$ cat config.mk
export PLATFORM = sky130hd
export DESIGN_NAME = link_final_train
export DESIGN_NICKNAME = d
export VERILOG_FILES = /design/src/hw/link_train_pkg.sv /design/src/hw/link_final_train.sv /design/src/hw/sync_two_flop.sv
export SDC_FILE = /design/constraint.sdc
export NUM_CORES = 1
export LEC_CHECK = 0
export BUFFER_PORTS_ARGS = -buffer_cell sky130_fd_sc_hd__buf_2
export CORE_AREA = 2 2 121 135
export CTS_CLUSTER_DIAMETER = 30
export CTS_CLUSTER_SIZE = 12
export DETAILED_ROUTE_END_ITERATION = 8
export DIE_AREA = 0 0 123 137
export HOLD_SLACK_MARGIN = 0.02
export PLACE_DENSITY = 0.79
export SYNTH_ARGS = -nofsm -noshare
export SYNTH_HDL_FRONTEND = slang
export SYNTH_SLANG_ARGS = --single-unit
$ cat constraint.sdc
create_clock -name sys_clk -period 7.2 [get_ports sys_clk]
set_input_delay 1.08 -clock sys_clk [delete_from_list [all_inputs] [get_ports sys_clk]]
set_output_delay 1.08 -clock sys_clk [all_outputs]
set_load 0.03 [all_outputs]
$ cat src/hw/link_train_pkg.sv
`default_nettype none
package link_train_pkg;

	// ****************************************
	// register map
	// ****************************************
	localparam int         ADDR_W     = 8;
	localparam logic [7:0] OFS_CTRL   = 8'h00;
	localparam logic [7:0] OFS_LIMIT  = 8'h04;
	localparam logic [7:0] OFS_STATUS = 8'h08;
	localparam logic [7:0] OFS_COUNT  = 8'h0c;

	// control bits
	localparam int CTRL_AC    = 0;
	localparam int CTRL_ALL   = 1;
	localparam int CTRL_FLOOD = 2;

	// status bits
	localparam int STAT_INIT  = 3;
	localparam int STAT_FAIL  = 4;
	localparam int STAT_ERR0  = 5;
	localparam int STAT_TXOP  = 6;
	localparam int STAT_RXOP  = 7;

	// reset values
	localparam logic [2:0]  CTRL_RST  = 3'h0;
	localparam logic [7:0]  PERM_RST  = 8'h03;
	localparam logic [7:0]  TOTAL_RST = 8'h0f;

	// ****************************************
	// counts
	// ****************************************
	localparam logic [3:0] T3_PATTERNS = 4'h8;
	localparam int         PAT_EDGES   = 4;
	localparam int         T3_CYCLES   = 8192;
	localparam int         SKEW_CYCLES = 16;

	// ****************************************
	// types
	// ****************************************
	typedef enum logic [2:0] {
		ST_IDLE  = 3'h0,
		ST_T3    = 3'h1,
		ST_OPER  = 3'h3,
		ST_RETRY = 3'h2,
		ST_STOP  = 3'h6,
		ST_FLOOD = 3'h7,
		ST_BACK  = 3'h5,
		ST_WARM  = 3'h4
	} link_state_t;

	// training0 timer selection on fallback
	typedef enum logic [1:0] {
		T0_KEEP = 2'h0,
		T0_200US = 2'h1,
		T0_0US  = 2'h2
	} t0_sel_t;

	typedef enum logic [1:0] {
		TX_TP3  = 2'h0,
		TX_MARK = 2'h1,
		TX_DONE = 2'h3
	} tx_phase_t;

endpackage
`default_nettype wire

$ cat src/hw/link_final_train.sv
// Decided for this implementation: the placing of the registers and the APB interface to the registers.
`timescale 1ns/1ps
`default_nettype none
module link_final_train #(
	parameter int LANES = 8,
	parameter int PAT_E = link_train_pkg::PAT_EDGES,
	parameter int T3_CYC = link_train_pkg::T3_CYCLES,
	parameter int SKEW_CYC = link_train_pkg::SKEW_CYCLES
) (
	// clock and reset
	input  wire logic                sys_clk,
	input  wire logic                rst_b,
	// apb slave
	input  wire logic                psel,
	input  wire logic                penable,
	input  wire logic                pwrite,
	input  wire logic [7:0]          paddr,
	input  wire logic [31:0]         pwdata,
	output logic      [31:0]         prdata,
	output logic                     pready,
	output logic                     pslverr,
	// asynchronous pins and lane levels
	input  wire logic                link_clk,
	input  wire logic                stop_request_n,
	input  wire logic                link_reset_n,
	input  wire logic                lanes_deskewed,
	input  wire logic [LANES-1:0]    lane_marker,
	// same-clock training and packet events
	input  wire logic [LANES-1:0]    lane_active,
	input  wire logic                t3_enter,
	input  wire logic                rx_pkt_good,
	input  wire logic                rx_error,
	input  wire logic                rx_idle,
	input  wire logic                rx_idle_disc,
	input  wire logic [7:0]          rx_idle_seq,
	input  wire logic                flood_rx,
	// transmit control
	output logic                     tx_send_tp3,
	output logic                     tx_send_marker,
	output logic                     scram_load_ones,
	output logic                     scram_en,
	output logic                     disp_neg_start,
	output logic                     send_idle,
	output logic                     replay_start,
	output logic      [7:0]          replay_seq,
	// receive control
	output logic                     descram_init,
	output logic                     rx_check_en,
	output logic                     fifo_rd_start,
	// state
	output logic      [2:0]          link_state,
	output logic      [1:0]          t0_sel,
	output logic                     flood_all
);

	// refuse parameter values the logic cannot serve
	if (LANES < 1 || LANES > 24 || PAT_E < 1 || T3_CYC < 2 ||
	    SKEW_CYC < 1) begin : g_bad_param
		$error("link_final_train: unsupported parameters");
	end

	// ****************************************
	// reset and synchronisers
	// ****************************************
	logic [1:0] rst_sh_r;
	logic       rst_s_b;

	// release reset through two flops
	always_ff @(posedge sys_clk or negedge rst_b) begin
		if (!rst_b) rst_sh_r <= 2'h0;
		else        rst_sh_r <= {rst_sh_r[0], 1'b1};
	end
	assign rst_s_b = rst_sh_r[1];

	logic [LANES+3:0] sync_q;
	logic             lclk_s, stop_s_n, lrst_s_n, deskew_s;
	logic             stop_s, lrst_s;
	logic [LANES-1:0] mark_s;

	sync_two_flop #(.W(LANES+4)) u_sync (
		.clk      (sys_clk),
		.rst_b    (rst_s_b),
		.async_in ({link_clk, ~stop_request_n, ~link_reset_n,
		            lanes_deskewed, lane_marker}),
		.sync_out (sync_q)
	);
	assign {lclk_s, stop_s, lrst_s, deskew_s, mark_s} = sync_q;
	// active-low pins cross inverted, so a flop reset reads as released
	assign stop_s_n = !stop_s;
	assign lrst_s_n = !lrst_s;

	// ****************************************
	// registers
	// ****************************************
	link_train_pkg::link_state_t state_r, state_nxt;
	link_train_pkg::tx_phase_t   tx_ph_r;
	logic [2:0]  ctrl_r;
	logic [7:0]  perm_r, total_r, att_r, tally_r, att_n, tally_n;
	logic        init_r, fail_r, err0_r;
	logic        rx_oper_r, mark_seen_r, stop_pend_r, rx_retry_r;
	logic        xchg_r, prev_disc_r, lclk_d_r;
	logic [31:0] t3_cnt_r;
	logic [15:0] skew_cnt_r;
	logic [15:0] pat_cnt_r;
	logic [3:0]  tp3_cnt_r;
	logic        wr_en, rd_en, mapped, ledge, pat_end;
	logic        mark_any, mark_all, expire, skew_fail, fall;
	logic        over_perm, over_all, tx_done, in_t3, in_op, wr_stat;

	assign in_t3   = (state_r == link_train_pkg::ST_T3);
	assign in_op   = (state_r == link_train_pkg::ST_OPER);
	assign tx_done = (tx_ph_r == link_train_pkg::TX_DONE);

	// apb decode, zero wait states
	assign mapped  = (paddr == link_train_pkg::OFS_CTRL) ||
	                 (paddr == link_train_pkg::OFS_LIMIT) ||
	                 (paddr == link_train_pkg::OFS_STATUS) ||
	                 (paddr == link_train_pkg::OFS_COUNT);
	assign wr_en   = psel && penable && pwrite && mapped;
	assign rd_en   = psel && !penable && !pwrite;
	assign wr_stat = wr_en && (paddr == link_train_pkg::OFS_STATUS);
	assign pready  = 1'b1;
	assign pslverr = psel && penable && !mapped;

	// read data captured in the setup cycle
	always_ff @(posedge sys_clk or negedge rst_s_b) begin
		if (!rst_s_b) prdata <= 32'h0;
		else if (rd_en) begin
			case (paddr)
			link_train_pkg::OFS_CTRL:   prdata <= {29'h0, ctrl_r};
			link_train_pkg::OFS_LIMIT:  prdata <= {16'h0, total_r, perm_r};
			link_train_pkg::OFS_STATUS: prdata <= {24'h0, rx_oper_r,
				tx_done, err0_r, fail_r, init_r, state_r};
			link_train_pkg::OFS_COUNT:  prdata <= {16'h0, tally_r, att_r};
			default:                    prdata <= 32'h0;
			endcase
		end
	end

	// control and limit registers, flood bit self-clears
	always_ff @(posedge sys_clk or negedge rst_s_b) begin
		if (!rst_s_b) begin
			ctrl_r  <= link_train_pkg::CTRL_RST;
			perm_r  <= link_train_pkg::PERM_RST;
			total_r <= link_train_pkg::TOTAL_RST;
		end else begin
			ctrl_r[link_train_pkg::CTRL_FLOOD] <= 1'b0;
			if (wr_en && paddr == link_train_pkg::OFS_CTRL)
				ctrl_r <= pwdata[2:0];
			if (wr_en && paddr == link_train_pkg::OFS_LIMIT) begin
				perm_r  <= pwdata[7:0];
				total_r <= pwdata[15:8];
			end
		end
	end

	// ****************************************
	// transmit side of phase three
	// ****************************************
	assign ledge   = lclk_s && !lclk_d_r;
	assign pat_end = ledge && (pat_cnt_r == 16'(PAT_E - 1));

	// pattern framing from link clock edges
	always_ff @(posedge sys_clk or negedge rst_s_b) begin
		if (!rst_s_b) begin
			lclk_d_r  <= 1'b0;
			pat_cnt_r <= 16'h0;
			tp3_cnt_r <= 4'h0;
			tx_ph_r   <= link_train_pkg::TX_TP3;
		end else begin
			lclk_d_r <= lclk_s;
			if (!in_t3) begin
				pat_cnt_r <= 16'h0;
				tp3_cnt_r <= 4'h0;
				if (state_r != link_train_pkg::ST_OPER)
					tx_ph_r <= link_train_pkg::TX_TP3;
			end else if (ledge) begin
				pat_cnt_r <= pat_end ? 16'h0 : pat_cnt_r + 16'h1;
				if (pat_end) begin
					case (tx_ph_r)
					link_train_pkg::TX_TP3: begin
						tp3_cnt_r <= tp3_cnt_r + 4'h1;
						if (tp3_cnt_r == link_train_pkg::T3_PATTERNS - 4'h1)
							tx_ph_r <= link_train_pkg::TX_MARK;
					end
					link_train_pkg::TX_MARK: tx_ph_r <= link_train_pkg::TX_DONE;
					default: tx_ph_r <= tx_ph_r;
					endcase
				end
			end
		end
	end
	assign tx_send_tp3    = in_t3 && tx_ph_r == link_train_pkg::TX_TP3;
	assign tx_send_marker = in_t3 && tx_ph_r == link_train_pkg::TX_MARK;

	// scrambler seed and enable right after the marker
	always_ff @(posedge sys_clk or negedge rst_s_b) begin
		if (!rst_s_b) begin
			scram_load_ones <= 1'b0;
			disp_neg_start  <= 1'b0;
			scram_en        <= 1'b0;
		end else begin
			scram_load_ones <= tx_send_marker && pat_end;
			disp_neg_start  <= tx_send_marker && pat_end &&
			                   ctrl_r[link_train_pkg::CTRL_AC];
			if (tx_send_marker && pat_end)
				scram_en <= 1'b1;
			else if (state_nxt == link_train_pkg::ST_FLOOD)
				scram_en <= 1'b1;
			else if (state_nxt != link_train_pkg::ST_OPER &&
			         state_nxt != link_train_pkg::ST_T3)
				scram_en <= 1'b0;
		end
	end

	// ****************************************
	// receive side of phase three
	// ****************************************
	assign mark_any  = |(mark_s & lane_active);
	assign mark_all  = &(mark_s | ~lane_active);
	assign skew_fail = mark_seen_r && !mark_all &&
	                   skew_cnt_r >= 16'(SKEW_CYC);
	assign expire    = in_t3 && t3_cnt_r == 32'(T3_CYC - 1);

	// marker tracking, deskew and skew window
	always_ff @(posedge sys_clk or negedge rst_s_b) begin
		if (!rst_s_b) begin
			mark_seen_r  <= 1'b0;
			descram_init <= 1'b0;
			rx_oper_r    <= 1'b0;
			skew_cnt_r   <= 16'h0;
		end else if (!in_t3) begin
			descram_init <= 1'b0;
			skew_cnt_r   <= 16'h0;
			if (!in_op) begin
				mark_seen_r <= 1'b0;
				rx_oper_r   <= 1'b0;
			end
		end else begin
			mark_seen_r  <= mark_seen_r || mark_any;
			descram_init <= mark_any && !mark_seen_r;
			if (mark_seen_r && !mark_all)
				skew_cnt_r <= skew_cnt_r + 16'h1;
			if (deskew_s && mark_any && (mark_all ||
			    !ctrl_r[link_train_pkg::CTRL_ALL]))
				rx_oper_r <= 1'b1;
		end
	end
	assign rx_check_en   = mark_seen_r;
	assign fifo_rd_start = mark_seen_r;

	// phase-three timer from each entry
	always_ff @(posedge sys_clk or negedge rst_s_b) begin
		if (!rst_s_b) t3_cnt_r <= 32'h0;
		else if (!in_t3) t3_cnt_r <= 32'h0;
		else if (!expire) t3_cnt_r <= t3_cnt_r + 32'h1;
	end

	// ****************************************
	// retry accounting
	// ****************************************
	assign fall      = in_t3 && (skew_fail ||
	                   (expire && !(rx_oper_r && tx_done)));
	assign att_n     = (att_r == 8'hff) ? att_r : att_r + 8'h1;
	assign tally_n   = (tally_r == 8'hff) ? tally_r : tally_r + 8'h1;
	assign over_perm = att_n > perm_r;
	assign over_all  = tally_n > total_r;

	// counters and sticky flags, set wins over clear
	always_ff @(posedge sys_clk or negedge rst_s_b) begin
		if (!rst_s_b) begin
			att_r   <= 8'h0;
			tally_r <= 8'h0;
			init_r  <= 1'b0;
			fail_r  <= 1'b0;
			err0_r  <= 1'b0;
			t0_sel  <= link_train_pkg::T0_KEEP;
		end else begin
			if (fall) begin
				att_r   <= att_n;
				tally_r <= tally_n;
				if (skew_fail)
					t0_sel <= link_train_pkg::T0_0US;
				else if (over_perm)
					t0_sel <= link_train_pkg::T0_200US;
				else
					t0_sel <= link_train_pkg::T0_KEEP;
			end else if (in_op && rx_pkt_good) begin
				tally_r <= 8'h0;
			end
			if (wr_stat && pwdata[link_train_pkg::STAT_INIT]) init_r <= 1'b0;
			if (wr_stat && pwdata[link_train_pkg::STAT_FAIL]) fail_r <= 1'b0;
			if (wr_stat && pwdata[link_train_pkg::STAT_ERR0]) err0_r <= 1'b0;
			if (in_op && rx_pkt_good) init_r <= 1'b1;
			if (fall && over_perm && over_all) begin
				fail_r <= 1'b1;
				err0_r <= 1'b1;
			end
		end
	end

	// ****************************************
	// operational entry and link state
	// ****************************************
	always_ff @(posedge sys_clk or negedge rst_s_b) begin
		if (!rst_s_b) begin
			stop_pend_r <= 1'b0;
			rx_retry_r  <= 1'b0;
		end else if (!in_t3) begin
			stop_pend_r <= 1'b0;
			rx_retry_r  <= 1'b0;
		end else begin
			if (!stop_s_n) stop_pend_r <= 1'b1;
			if (rx_oper_r && (rx_error || (rx_idle && rx_idle_disc)))
				rx_retry_r <= 1'b1;
		end
	end

	// next state
	always_comb begin
		state_nxt = state_r;
		case (state_r)
		link_train_pkg::ST_IDLE:
			if (t3_enter) state_nxt = link_train_pkg::ST_T3;
		link_train_pkg::ST_T3:
			if (fall)
				state_nxt = (over_perm && over_all) ?
				            link_train_pkg::ST_FLOOD :
				            link_train_pkg::ST_BACK;
			else if (tx_done && rx_retry_r)
				state_nxt = link_train_pkg::ST_RETRY;
			else if (tx_done && rx_oper_r)
				state_nxt = link_train_pkg::ST_OPER;
			else if (tx_done && stop_pend_r)
				state_nxt = link_train_pkg::ST_STOP;
		link_train_pkg::ST_OPER:
			if (flood_rx || ctrl_r[link_train_pkg::CTRL_FLOOD])
				state_nxt = link_train_pkg::ST_FLOOD;
			else if (!stop_s_n || stop_pend_r)
				state_nxt = link_train_pkg::ST_STOP;
			else if (rx_error)
				state_nxt = link_train_pkg::ST_RETRY;
			else if (rx_idle && rx_idle_disc && prev_disc_r)
				state_nxt = link_train_pkg::ST_STOP;
			else if (rx_idle && !rx_idle_disc && prev_disc_r)
				state_nxt = link_train_pkg::ST_RETRY;
		link_train_pkg::ST_FLOOD: state_nxt = state_r;
		link_train_pkg::ST_WARM:
			if (lrst_s_n) state_nxt = link_train_pkg::ST_IDLE;
		default: state_nxt = link_train_pkg::ST_IDLE;
		endcase
		if (!lrst_s_n) state_nxt = link_train_pkg::ST_WARM;
	end

	always_ff @(posedge sys_clk or negedge rst_s_b) begin
		if (!rst_s_b) state_r <= link_train_pkg::ST_IDLE;
		else          state_r <= state_nxt;
	end
	assign link_state = state_r;
	assign flood_all  = (state_r == link_train_pkg::ST_FLOOD);

	// idle exchange and replay start
	always_ff @(posedge sys_clk or negedge rst_s_b) begin
		if (!rst_s_b) begin
			xchg_r       <= 1'b0;
			prev_disc_r  <= 1'b0;
			replay_start <= 1'b0;
			replay_seq   <= 8'h0;
		end else begin
			replay_start <= 1'b0;
			if (!in_op) begin
				xchg_r      <= 1'b0;
				prev_disc_r <= 1'b0;
			end else if (rx_idle) begin
				prev_disc_r <= rx_idle_disc;
				if (!rx_idle_disc && !xchg_r) begin
					xchg_r       <= 1'b1;
					replay_start <= 1'b1;
					replay_seq   <= rx_idle_seq + 8'h1;
				end
			end
		end
	end
	assign send_idle = in_op && !xchg_r;
endmodule // link_final_train
`default_nettype wire

$ cat src/hw/sync_two_flop.sv
`timescale 1ns/1ps
`default_nettype none
module sync_two_flop #(
	parameter int W = 1
) (
	// clock and reset
	input  wire logic         clk,
	input  wire logic         rst_b,
	// levels
	input  wire logic [W-1:0] async_in,
	output logic      [W-1:0] sync_out
);

	logic [W-1:0] meta_r;

	// two flops, first one read only by the second
	always_ff @(posedge clk or negedge rst_b) begin
		if (!rst_b) begin
			meta_r   <= '0;
			sync_out <= '0;
		end else begin
			meta_r   <= async_in;
			sync_out <= meta_r;
		end
	end

endmodule // sync_two_flop
`default_nettype wire

======== After elaboration in Yosys (flattened, before gate mapping) ========
Index checks and enable logic that the tools add are counted.
word-level totals
  flip-flop bits (word level) ............. 191
  input port bits ......................... 79
  output and inout bits ................... 58
  word-level logic and storage cells ...... 218
operators by class
  add/sub/neg operators ................... 7
  magnitude comparators ................... 3
  equality and inequality tests ........... 30
  mux-type cells .......................... 64
  bitwise gates (word level) .............. 5
  reductions and logical operators ........ 76
operators with widths
  kind                   count
  $mux 16                5
  $mux 32                2
  $pmux 16 s4            1
  $logic_and 1x1->1      41
  $mux 3                 12
  $add 16x1->16 const B  2
  $add 32x1->32 const B  1
  $eq 32x13->1 const B   1
  $mux 8                 4
  $mux 1                 27
  $add 8x1->8 const B    3
  $eq 16x2->1 const B    1
  $eq 8x4->1 const B     2
  $eq 8x8->1 const B     2
  $ge 16x5->1 const B    1
  $gt 8x8->1             2
  $mux 4                 4
  $mux 2                 7
  $ne 2x1->1 const B     6
  $pmux 3 s4             1
  $logic_not 1->1        10
  $ne 2x2->1 const B     5
  $reduce_bool 2->1      5
  $logic_or 1x1->1       9
  other kinds (25)       31

======== Longest topological paths before layout ========
Gate-level depths: netlist of the first run.
  depth in word-level cells ............... 16
  gate-level depth with buffers ........... 13
  mapped depth without buffers ............ 13

======== Modules after synthesis ========
A second synthesis of the first run with hierarchy kept.
second synthesis, totals
  cell total of the unflattened synthesis .. 883
  area, all modules ....................... 9086.2 µm²
modules (own cells, without submodules)
  module            times used  cells an instance  area each (µm²)  seq. area each (µm²)
  link_final_train  1           859                8485.6           3786.1
  sync_two_flop     1           24                 600.6            600.6

======== Worst setup path before layout of the first run ========
No wires, ideal clock.
  kind .................................... flip-flop to flip-flop
  start ................................... register att_r[0]
  end ..................................... register state_r[1] (netlist: link_state[1])
  library setup time ...................... 86 ps
  arrival time ............................ 3009 ps
  data required time ...................... 7114 ps
  slack ................................... 4105 ps
  stages on the path, launching flop included .. 14
  buffers on the path ..................... 0
  period minus slack after synthesis ...... 3095 ps
  cell sequence ........................... dfrtp_1 ha_1 and3_1 and2_1 nand4_1 mux2_2 ha_1 nor2b_1 o211ai_1 a21oi_1 o31ai_1 nor4_2 nor3_1 nor3_1
on the way
  word-level cells in the longest chain between the ends .. 8
  elaborated cells between the ends (all ways) .. 9
  those cells by class .................... add/sub (1); order compare (1); eq/ne (1); mux (5); reduce/logical (1)
RTL lines
  item                                              RTL line                 text
  start, declared                                   link_final_train.sv:98   logic [7:0] perm_r, total_r, att_r, tally_r, att_n, tally_n;
  start signal, assigned                            link_final_train.sv:280  att_r <= att_n;
  $add 8x1->8 / $eq 8x8->1 (equally long branches)  link_final_train.sv:264  assign att_n = (att_r == 8'hff) ? att_r : att_r + 8'h1;
  $mux 8 *                                          link_final_train.sv:264
  named net att_n[1]                                link_final_train.sv:98
  $gt 8x8->1 *                                      link_final_train.sv:266  assign over_perm = att_n > perm_r;
  $logic_and 1x1->1 *                               link_final_train.sv:327  state_nxt = (over_perm && over_all) ?
  $mux 2 *                                          link_final_train.sv:327
  $mux 3 *                                          link_final_train.sv:326  if (fall)
  $pmux 3 s4 *                                      link_final_train.sv:322  case (state_r)
  $mux 3 *                                          link_final_train.sv:352  if (!lrst_s_n) state_nxt = link_train_pkg::ST_WARM;
  named net state_nxt[1]                            link_final_train.sv:95   link_train_pkg::link_state_t state_r, state_nxt;
  end signal, assigned                              link_final_train.sv:356  if (!rst_s_b) state_r <= link_train_pkg::ST_IDLE;
  end signal, assigned                              link_final_train.sv:357  else state_r <= state_nxt;
  end, declared                                     link_final_train.sv:95
Mark *: on every way through the listed nets, which the timed path passes. The rest lies on a longest branch.
A chain may end at the register's enable or synchronous reset.

======== Final worst setup path of the first run ========
Ends and elaborated chain as after synthesis.

==> results by group, run 1 <==
Floorplan
  • Die ar.: ~17000 um2
  • Starting Density: 0.562
  • Row cnt: between 40 and 50
  • Die Ht: about 140 um
  • I/O pins: 137
  • Die X: about 120 um
  • CORE AREA: roughly 15000 um2

Logic synthesis
  • Post-Syn Instances: between 800 and 900
  • Avg Cell Area, Syn: between 10 and 15 um2
  • EDFF count, synth: 0
  • Ys Warns: 0
  • Main synth FF type: dfrtp_1
  • Sequential area share after synthesis: 0.504
  • Yosys cell types: just over 60
  • Post-Synthesis Cell Area: 8710 um2
  • Post-synth ARST share: 1.00
  • Flops & latches, synth: roughly 180

Final layout
  • Most frequent cells in the layout: dfrtp_1, buf_2, nor2_1, nand2_1, xor2_1
  • Ratio of cells with drive above 1 in the final layout: 0.205
  • Final cell count without fillers: roughly 1.2k
  • Area grow syn2layout: 14.6%
  • Antenna Diode Count: 0
  • Commonest non-fill, non-tap cell in the layout: dfrtp_1
  • Nets: 1051
  • Finished Cell Area: around 10000 um2

Placed design
  • DP HPWL: around 13000 um
  • GPL Wtd Cong: approximately 0.85
  • PortBufs: 103
  • Cell total after placement: about 1.1k
  • Placed cell area: a little over 9000 um2

Clock network
  • CTS tree: yes
  • Setup bufs post-CTS: 0
  • H-tree depth: 4
  • Clk slew on worst S/H paths: about 0.070 ns
  • CTS buffer count: 17
  • Clock insertion delay at the later pin of the skew report: ~0.43 ns
  • Hold-fix buffers, CTS: 0
  • Clk Tree Root Cell: clkbuf_16
  • Clock Sinks: 175
  • Clock Path Buffers: 2
  • CTS resizes: 0

GRT
  • Initial antenna violation count: 0
  • Vias in the first global route: 6265
  • Largest net degree at the start of global routing: 67
  • Grt ovf: 0
  • First-pass GRT wire length: 29500 um
  • Tot GR Track Use: 0.223

Setup path
  • Critical path fanouts, max: 7
  • Crit end category: flip-flop
  • R2R setup slack: 3.42 ns
  • WS Path Type: flip-flop to flip-flop
  • Worst EP arrival: just over 4 ns
  • Worst setup SP type: flip-flop
  • CP required: 7.55 ns

STA
  • Final hold vios: 0
  • Minimum clock period: about 3.8 ns
  • Setup Skew: about 0.008 ns
  • Max_slew headroom: 0.423
  • RSZ-0062 raised after global routing: false
  • Final Max Slew Viols: 0
  • Setup-failing EPs final: 0
  • Setup TNS: 0 ns
  • Max Fclk: about 260 MHz
  • Fin crit share: 0.524
  • Measured slew at the worst slew-check pin: 0.865 ns

Drt
  • Final wirelength: approximately 18000 um
  • Via count: 6523
  • Via-per-instance ratio: 5.62
  • Drt first-iter violations: 503
  • Antenna-violating nets left: 0
  • Wire length per cell: about 15 um
  • DRC violations left: 0
  • DR pass1 iterations: 5

Hold path
  • Hold WC Path Type: flip-flop to flip-flop

Power and ir drop
  • PwrDens: 210 nW/um2
  • Worst vdd ir: around 0.16 mV
  • Leak: around 4.5 nW
  • Overall power: 0.00209 W

Status
  • Status: finished, final reports clean

Flow run
  • Max-capacitance violation count: 0
==> report_power, final <==
group | internal, W | leakage [nW] | switching, W | total (W)
clock | 0.000601 | 0.295 | 0.000377 | 0.000977
sequential | 0.000997 | 2.35 | 0.0000165 | 0.00101
combinational | 0.0000343 | 1.89 | 0.0000666 | 0.000101
==> worst max-delay path, cell delays in order, from the launching register on <==
cell and delay (ns):
dfrtp_1 0.46, ha_1 0.24, and3_1 0.19, and2_1 0.23
nand4_1 0.31, mux2_2 0.39, ha_1 0.31, nor2b_1 0.17
o211ai_1 0.12, a21oi_1 0.14, o31ai_1 0.12, nor4_2 0.72
nor3_1 0.10, nor3_1 0.19
==> synth_stat cells (3+ instances only) <==
master / number / area [um2]
dfrtp_1: 169 / 4230
nor2_1: 97 / 364
nand2_1: 81 / 304
xor2_1: 40 / 350
o21ai_0: 39 / 195
inv_1: 30 / 113
a21oi_1: 29 / 145
mux2_2: 28 / 315
nand3_1: 28 / 140
nand4_1: 25 / 156
ha_1: 24 / 300
xnor2_1: 23 / 201
and3_1: 20 / 125
buf_4: 18 / 135
nor3_1: 17 / 85.1
clkbuf_1: 16 / 60.1
a22o_1: 14 / 123
mux2i_1: 11 / 110
nor2b_1: 10 / 62.6
nor4_1: 10 / 62.6
and2_1: 9 / 56.3
or3_1: 9 / 56.3
and4_1: 8 / 70.1
a22oi_1: 7 / 52.6
o21a_1: 7 / 52.6
a31oi_1: 6 / 37.5
dfstp_2: 6 / 158
nand2b_1: 5 / 31.3
o31ai_1: 5 / 37.5
a211oi_1: 4 / 30.0
or4_1: 4 / 30.0
a21o_1: 3 / 22.5
buf_1: 3 / 11.3
buf_2: 3 / 15.0
mux4_2: 3 / 67.6
or2_2: 3 / 18.8
==> layout make-up <==
| type | count | area (um2) |
|---|---|---|
| Timing Repair Buffer | 107 | 546 |
| Multi-Input combinational cell | 617 | 4040 |
| Sequential cell | 175 | 4390 |
| Fill cell | 1234 | 5520 |
| Tap cell | 200 | 250 |
| Clock buffer | 20 | 457 |
| Inverter | 30 | 113 |
| Clock inverter | 12 | 184 |
==> cells by family (layout without fill, tap and decap cells) <==
group / after synthesis / in the layout / synth area share
and+or+nand+nor: 342 / 342 / 0.202
DFF: 175 / 175 / 0.504
adders and majority gates: 24 / 24 / 0.0345
AOI/OAI and AO/OA: 128 / 128 / 0.0993
xor gates and xnor gates: 63 / 63 / 0.0634
muxes: 42 / 42 / 0.0566
other: 2 / 18 / 0.000862
buffers and inverters: 71 / 169 / 0.0397
==> stage by stage <==
step	worst slack (ns)	hold slack, ns	util
final	3.42	0.346	0.644
after global routing	3.12	0.357	0.644
after CTS	3.41	0.349	0.644
after detailed placement	3.45	0.335	0.603
after global placement	3.53	0.333	0.603
after floorplan	1.97	0.331	-
==> path summary, 6_finish.rpt <==
kind,start,to,cells past startpoint
max in group asynchronous,rst_sh_r[1],pat_cnt_r[11],1
worst max register to register,att_r[0],link_state[1],13
min in group asynchronous,rst_b,rst_sh_r[0],1
worst max-delay path,att_r[0],link_state[1],13
worst min register to register,u_sync.meta_r[4],u_sync.sync_out[4],0
worst min-delay path,u_sync.meta_r[4],u_sync.sync_out[4],0
==> registers in the layout (all words and copies together) (netlist names), 4 cells and up <==
register,cells
att_r,8
pat_cnt_r,16
perm_r,8
prdata,16
replay_seq,8
skew_cnt_r,16
t3_cnt_r,32
tally_r,8
total_r,8
tp3_cnt_r,4
u_sync.meta_r,12
u_sync.sync_out,12
==> layer usage <==
metal | track usage | routed length (um)
met1 | 0.279 | 7710
met4 | 0.0972 | 420
met5 | 0 | 0
met3 | 0.0425 | 667
met2 | 0.376 | 8990
Note: power is estimated with default switching activity, not from simulation.
==> run 2: changes to the inputs <==
- CORE_AREA: 2 2 121 135 -> 2 2 127 141
- DIE_AREA: 0 0 123 137 -> 0 0 129 143
- PLACE_DENSITY: 0.79 -> 0.76
- clock period: 7.2 -> 3.45 ns (I/O delays scaled with it)
==> run 2 against run 1 <==
Net effect: register-to-register slack got worse by 3.3 ns; clock skew about the same; sequential power grew 110%; sequential share of layout area down 0.54 points; routed wire length is 2.1% higher; final area increased by 1.3%; global-route usage fell by 1.6 points.
==> results by group, run 2 (same netlist as run 1, synthesis figures left out) <==
Clock network
  • CTS buffer count: 17
  • CTS tree: yes
  • Clock Sinks: 175
  • Clock insertion delay at the later pin of the skew report: ~0.43 ns
  • Clk Tree Root Cell: clkbuf_16
  • Clk slew on worst S/H paths: roughly 0.060 ns
  • Clock Path Buffers: 2
  • H-tree depth: 4

Final layout
  • Ratio of cells with drive above 1 in the final layout: 0.216
  • Storage cell area: 4390 um2
  • Fillers: roughly 1.4k
  • Finished Cell Area: between 10000 and 15000 um2
  • Nets: approximately 1.1k
  • Most frequent cells in the layout: dfrtp_1, buf_2, nor2_1, nand2_1, xor2_1
  • Area grow syn2layout: 16.0%
  • Commonest non-fill, non-tap cell in the layout: dfrtp_1
  • Max reg flops: 32
  • Multi-input combinational cell area: between 4000 and 5000 um2
  • Antenna Diode Count: 0
  • Reg with most FFs: t3_cnt_r

STA
  • Final hold vios: 0
  • Measured slew at the worst slew-check pin: between 0.9 and 1 ns
  • Final Max Slew Viols: 0
  • Setup Skew: ~0.0077 ns
  • Setup-failing EPs final: 0
  • Setup ws final: roughly 0.11 ns
  • Max_slew headroom: 0.388
  • Fin crit share: 0.968
  • Max Fclk: 299 MHz
  • Minimum clock period: around 3.3 ns

Drt
  • Via-per-instance ratio: 5.35
  • Wire length per cell: 15.0 um
  • Drt first-iter violations: 423
  • DRC violations left: 0
  • DR pass1 iterations: 5
  • Final wirelength: roughly 18000 um
  • Via count: about 6.5k
  • Antenna-violating nets left: 0

Setup path
  • Critical path fanouts, max: 6
  • Worst path slowest cell: dfrtp_2
  • Delay-heaviest family, CP: simple AND/OR/NAND/NOR gates
  • WS Path Type: flip-flop to flip-flop
  • Worst EP arrival: 3.65 ns
  • Worst setup SP type: flip-flop
  • Crit end category: flip-flop
  • R2R setup slack: 0.11 ns
  • Critical-path cell list: ha_1, and3_1, and2_2, nand4_1, buf_4, nand4_1, xnor2_1, ha_1, a21oi_2, a21oi_2, o31ai_4, nor4_4, buf_4, nor4b_4, o21bai_2
  • RR Endpoint: scram_en
  • Critical R2R Launch: att_r[1]
  • CP Launch Point: att_r[1]
  • Buf/Inv on CP: 2
  • Max incr delay on CP: 0.43 ns
  • CP required: ~3.8 ns
  • Worst Reg2Reg Path Length in Cells: 15

Status
  • Status: finished, final reports clean

Placed design
  • Placed cell area: 9450 um2
  • GPL Wtd Cong: around 0.83
  • Pre-CTS setup slack: approximately 0.066 ns
  • DP HPWL: about 13000 um
  • PortBufs: a little over 100

Flow run
  • Max-capacitance violation count: 0

GRT
  • Grt ovf: 0
  • Initial antenna violation count: 0
  • First-pass GRT wire length: approximately 30000 um
  • Tot GR Track Use: 0.207
  • Largest net degree at the start of global routing: 65
  • Vias in the first global route: 6375

Floorplan
  • Row cnt: 50
  • Die X: between 100 and 150 um
  • CORE AREA: approximately 17000 um2
  • Die ar.: ~18000 um2
  • I/O pins: between 100 and 150
  • Starting Density: 0.514
  • Die Ht: 143 um

Power and ir drop
  • PwrDens: 417 nW/um2
  • Leak: 4.59 nW
  • Worst vdd ir: around 0.33 mV

Hold path
  • Hold path cells: 1
  • Hold WC Path Type: primary input to flip-flop
  • Hold EP: u_sync.meta_r[3]
  • Hold Path Origin: lane_marker[3]
run 2: cell types whose count changed in the layout (fill, tap and decap cells not counted), sizes merged:
cell         before  now
buf             107  118
dlygate4sd3       0    1
clkinvlp          5    2
clkbuf           20   26
inv              31   30
bufinv            4    2
run 2: worst max path at each step:
stage	to	slack, ns	cells after the start
after CTS	scram_en	0.02	13
after global routing	scram_en	-0.05	15
after global placement	link_state[1]	0.14	13
final	scram_en	0.11	15
after detailed placement	link_state[1]	0.07	14
after floorplan	link_state[1]	0.36	13
run 2: per-layer routing:
layer / global-route usage / up-vias / routed length [um]
met5: 0 / - / 0
met4: 0.0801 / 0 / 301
met3: 0.0371 / 24 / 632
met2: 0.352 / 113 / 9170
met1: 0.263 / 3151 / 8060
li1: - / 3173 / -
run 2: where the power goes:
part	total [W]	internal [W]	switching [W]
clock network	0.00187	0.00112	0.000750
logic	0.000225	0.0000794	0.000145
registers	0.00211	0.00208	0.0000322
total	0.00421	0.00328	0.000928
run 2: cell type report:
class,count,share of cell area
Clock buffer,26,0.0484
Clock inverter,6,0.00842
Inverter,30,0.0111
Multi-Input combinational cell,617,0.404
Sequential cell,175,0.435
Tap cell,234,0.0290
Timing Repair Buffer,119,0.0644
run 2: stage by stage:
step	utilization	hold slack, ns	setup TNS [ns]	power (W)	instances
floorplan	-	0.222	0	0.00229	863
finish	0.596	0.189	0	0.00421	1207
global placement	0.558	0.303	0	0.00237	1171
CTS	0.592	0.177	0	0.00424	1204
detailed placement	0.558	0.313	0	0.00237	1171
global route	0.596	0.187	-0.0482	0.00434	1207
run 2: timing repair:
item	in CTS	in global routing
hold buffers	1	0
buffers inserted	0	3
endpoints found under the setup margin	0	4
resized for setup	0	11
hold endpoints to repair	2	0
==> run 3: changes to the inputs <==
- RECOVER_POWER: not set -> 100
- SKIP_LAST_GASP: not set -> 1
==> run 3 against run 2 <==
Net effect: critical path depth unchanged; critical path type unchanged; total power shrank 0.20%; the flow now finishes with violations (max-capacitance violations, max-slew violations); clock power hardly changed; global-route usage unchanged; first-iteration DRC count rose by 9.9%; die area unchanged; fmax hardly changed; clock skew is essentially flat.
==> results by group, run 3 (same netlist as run 1, synthesis figures left out) <==
Status
  • Status: complete, but fails checks
  • Failing checks: max-capacitance violations, max-slew violations

Final layout
  • Ratio of cells with drive above 1 in the final layout: 0.161
  • Antenna Diode Count: 0
  • Finished Cell Area: 9990 um2
  • Max reg flops: 32
  • Reg with most FFs: t3_cnt_r
  • Fillers: 1434
  • Most frequent cells in the layout: dfrtp_1, nor2_1, nand2_1, buf_2, clkbuf_1
  • Nets: between 1k and 1.5k
  • Area grow syn2layout: 14.7%
  • Commonest non-fill, non-tap cell in the layout: dfrtp_1

Drt
  • Top layer reached by signal wires: met4
  • DR pass1 iterations: 5
  • Via-per-instance ratio: between 5 and 6
  • WL met3: roughly 650 um
  • WL met2: around 9300 um
  • Drt first-iter violations: 465
  • Wl on met1: 8020 um
  • Antenna-violating nets left: 0
  • DRC violations left: 0
  • Wire length per cell: 15.1 um
  • Via count: about 6.5k
  • Final wirelength: 18200 um

STA
  • Setup ws final: around 0.11 ns
  • Setup Skew: around 0.0073 ns
  • Final hold vios: 0
  • Max_slew headroom: -0.515
  • Fin crit share: 0.968
  • Setup-failing EPs final: 0
  • Measured slew at the worst slew-check pin: roughly 2.3 ns
  • Final Max Slew Viols: slightly below 60
  • Setup TNS: 0 ns
  • Final hold slack: roughly 0.19 ns
  • Minimum clock period: about 3.3 ns
  • Max Fclk: approximately 300 MHz

Setup path
  • CP required: between 3 and 4 ns
  • Worst setup SP type: flip-flop
  • R2R setup slack: approximately 0.11 ns
  • Critical-path cell list: ha_1, and3_1, and2_2, nand4_1, buf_4, nand4_1, xnor2_1, ha_1, a21oi_2, a21oi_2, o31ai_4, nor4_4, buf_4, nor4b_4, o21bai_2
  • CP Capture Point: scram_en
  • Worst path slowest cell: dfrtp_2
  • Crit end category: flip-flop
  • RR Endpoint: scram_en
  • CP Launch Point: att_r[1]
  • WS Path Type: flip-flop to flip-flop
  • Critical R2R Launch: att_r[1]
  • Critical path fanouts, max: 6
  • Max incr delay on CP: 0.43 ns
  • Worst Reg2Reg Path Length in Cells: 15
  • Worst EP arrival: 3.65 ns

Placed design
  • GPL Wtd Cong: between 0.8 and 0.9
  • PortBufs: ~100
  • Placed cell area: ~9500 um2
  • Pre-CTS setup slack: 0.0662 ns
  • DP HPWL: between 10000 and 15000 um

Clock network
  • Clock Path Buffers: 2
  • Clk slew on worst S/H paths: around 0.060 ns
  • CTS tree: yes
  • CTS buffer count: 17
  • Clk Tree Root Cell: clkbuf_16
  • Clock Sinks: between 150 and 200
  • H-tree depth: 4
  • Clock insertion delay at the later pin of the skew report: 0.43 ns

Flow run
  • Max-capacitance violation count: 1

GRT
  • Vias in the first global route: 6375
  • Largest net degree at the start of global routing: 65
  • First-pass GRT wire length: a little over 30000 um
  • Grt ovf: 0
  • Initial antenna violation count: 0
  • Tot GR Track Use: 0.207

Power and ir drop
  • PwrDens: 420 nW/um2
  • Leak: approximately 4.4 nW
  • Worst vdd ir: approximately 0.32 mV
  • Overall power: 0.00420 W

Floorplan
  • Die X: roughly 130 um
  • Die Ht: about 140 um
  • Row cnt: 50
  • CORE AREA: 17000 um2
  • Starting Density: 0.514
  • I/O pins: 137
  • Die ar.: around 18000 um2

Hold path
  • Hold WC Path Type: primary input to flip-flop
==> run 3: cell types whose count changed in the layout (fill, tap and decap cells not counted), sizes merged <==
| cell | previous run | this run |
|---|---|---|
| clkbuf | 26 | 75 |
| buf | 118 | 69 |
==> run 3: where the power goes <==
group / total (W) / switching, W / internal, W
sequential: 0.00211 / 0.0000323 / 0.00208
combinational: 0.000220 / 0.000145 / 0.0000750
clock: 0.00187 / 0.000746 / 0.00112
==> run 3: through the flow <==
| stage | std cells | util |
|---|---|---|
| 2_1_floorplan | 863 | - |
| 3_3_place_gp | 1171 | 0.558 |
| 3_5_place_dp | 1171 | 0.558 |
| 4_1_cts | 1204 | 0.592 |
| 5_1_grt | 1207 | 0.589 |
| 6_report | 1207 | 0.589 |
==> run 3: worst min path at each step <==
stage,start,end,cells past startpoint
floorplan,rst_b,rst_sh_r[0],0
global placement,rst_b,rst_sh_r[0],1
finish,link_clk,u_sync.meta_r[11],1
global route,lane_marker[4],u_sync.meta_r[4],1
detailed placement,rst_b,rst_sh_r[1],1
CTS,lane_marker[3],u_sync.meta_r[3],1
==> run 3: final cells by class <==
cell class                 count  area, um2  share of cell area
clock inverter                 6       85.1             0.00851
clock buffer                  26        489              0.0490
tap                          234        293              0.0293
multi-input combinational    617       4040               0.405
timing repair buffer         119        581              0.0581
inverter                      30        113              0.0113
sequential                   175       4390               0.439
==> run 3: worst max-delay path, delay by kind of cell, from the launching register on <==
kind / cells / cell delay (ns)
and+or+nand+nor: 6 / 1.05
AOI/OAI and AO/OA: 4 / 0.68
adders and majority gates: 2 / 0.55
DFF: 1 / 0.43
buffers and inverters: 2 / 0.34
xor gates and xnor gates: 1 / 0.17
==> run 3: timing repair <==
action,4_1_cts,5_1_grt
setup endpoints to repair,0,4
hold buffers,1,0
resized for setup,0,11
buffers inserted,0,3
hold endpoints to repair,2,0
==> run 3: per-layer routing <==
metal  global-route usage  vias up
met5                    0        -
met4               0.0801        0
met3               0.0371       21
met2                0.352      123
met1                0.263     3154
li1                     -     3177
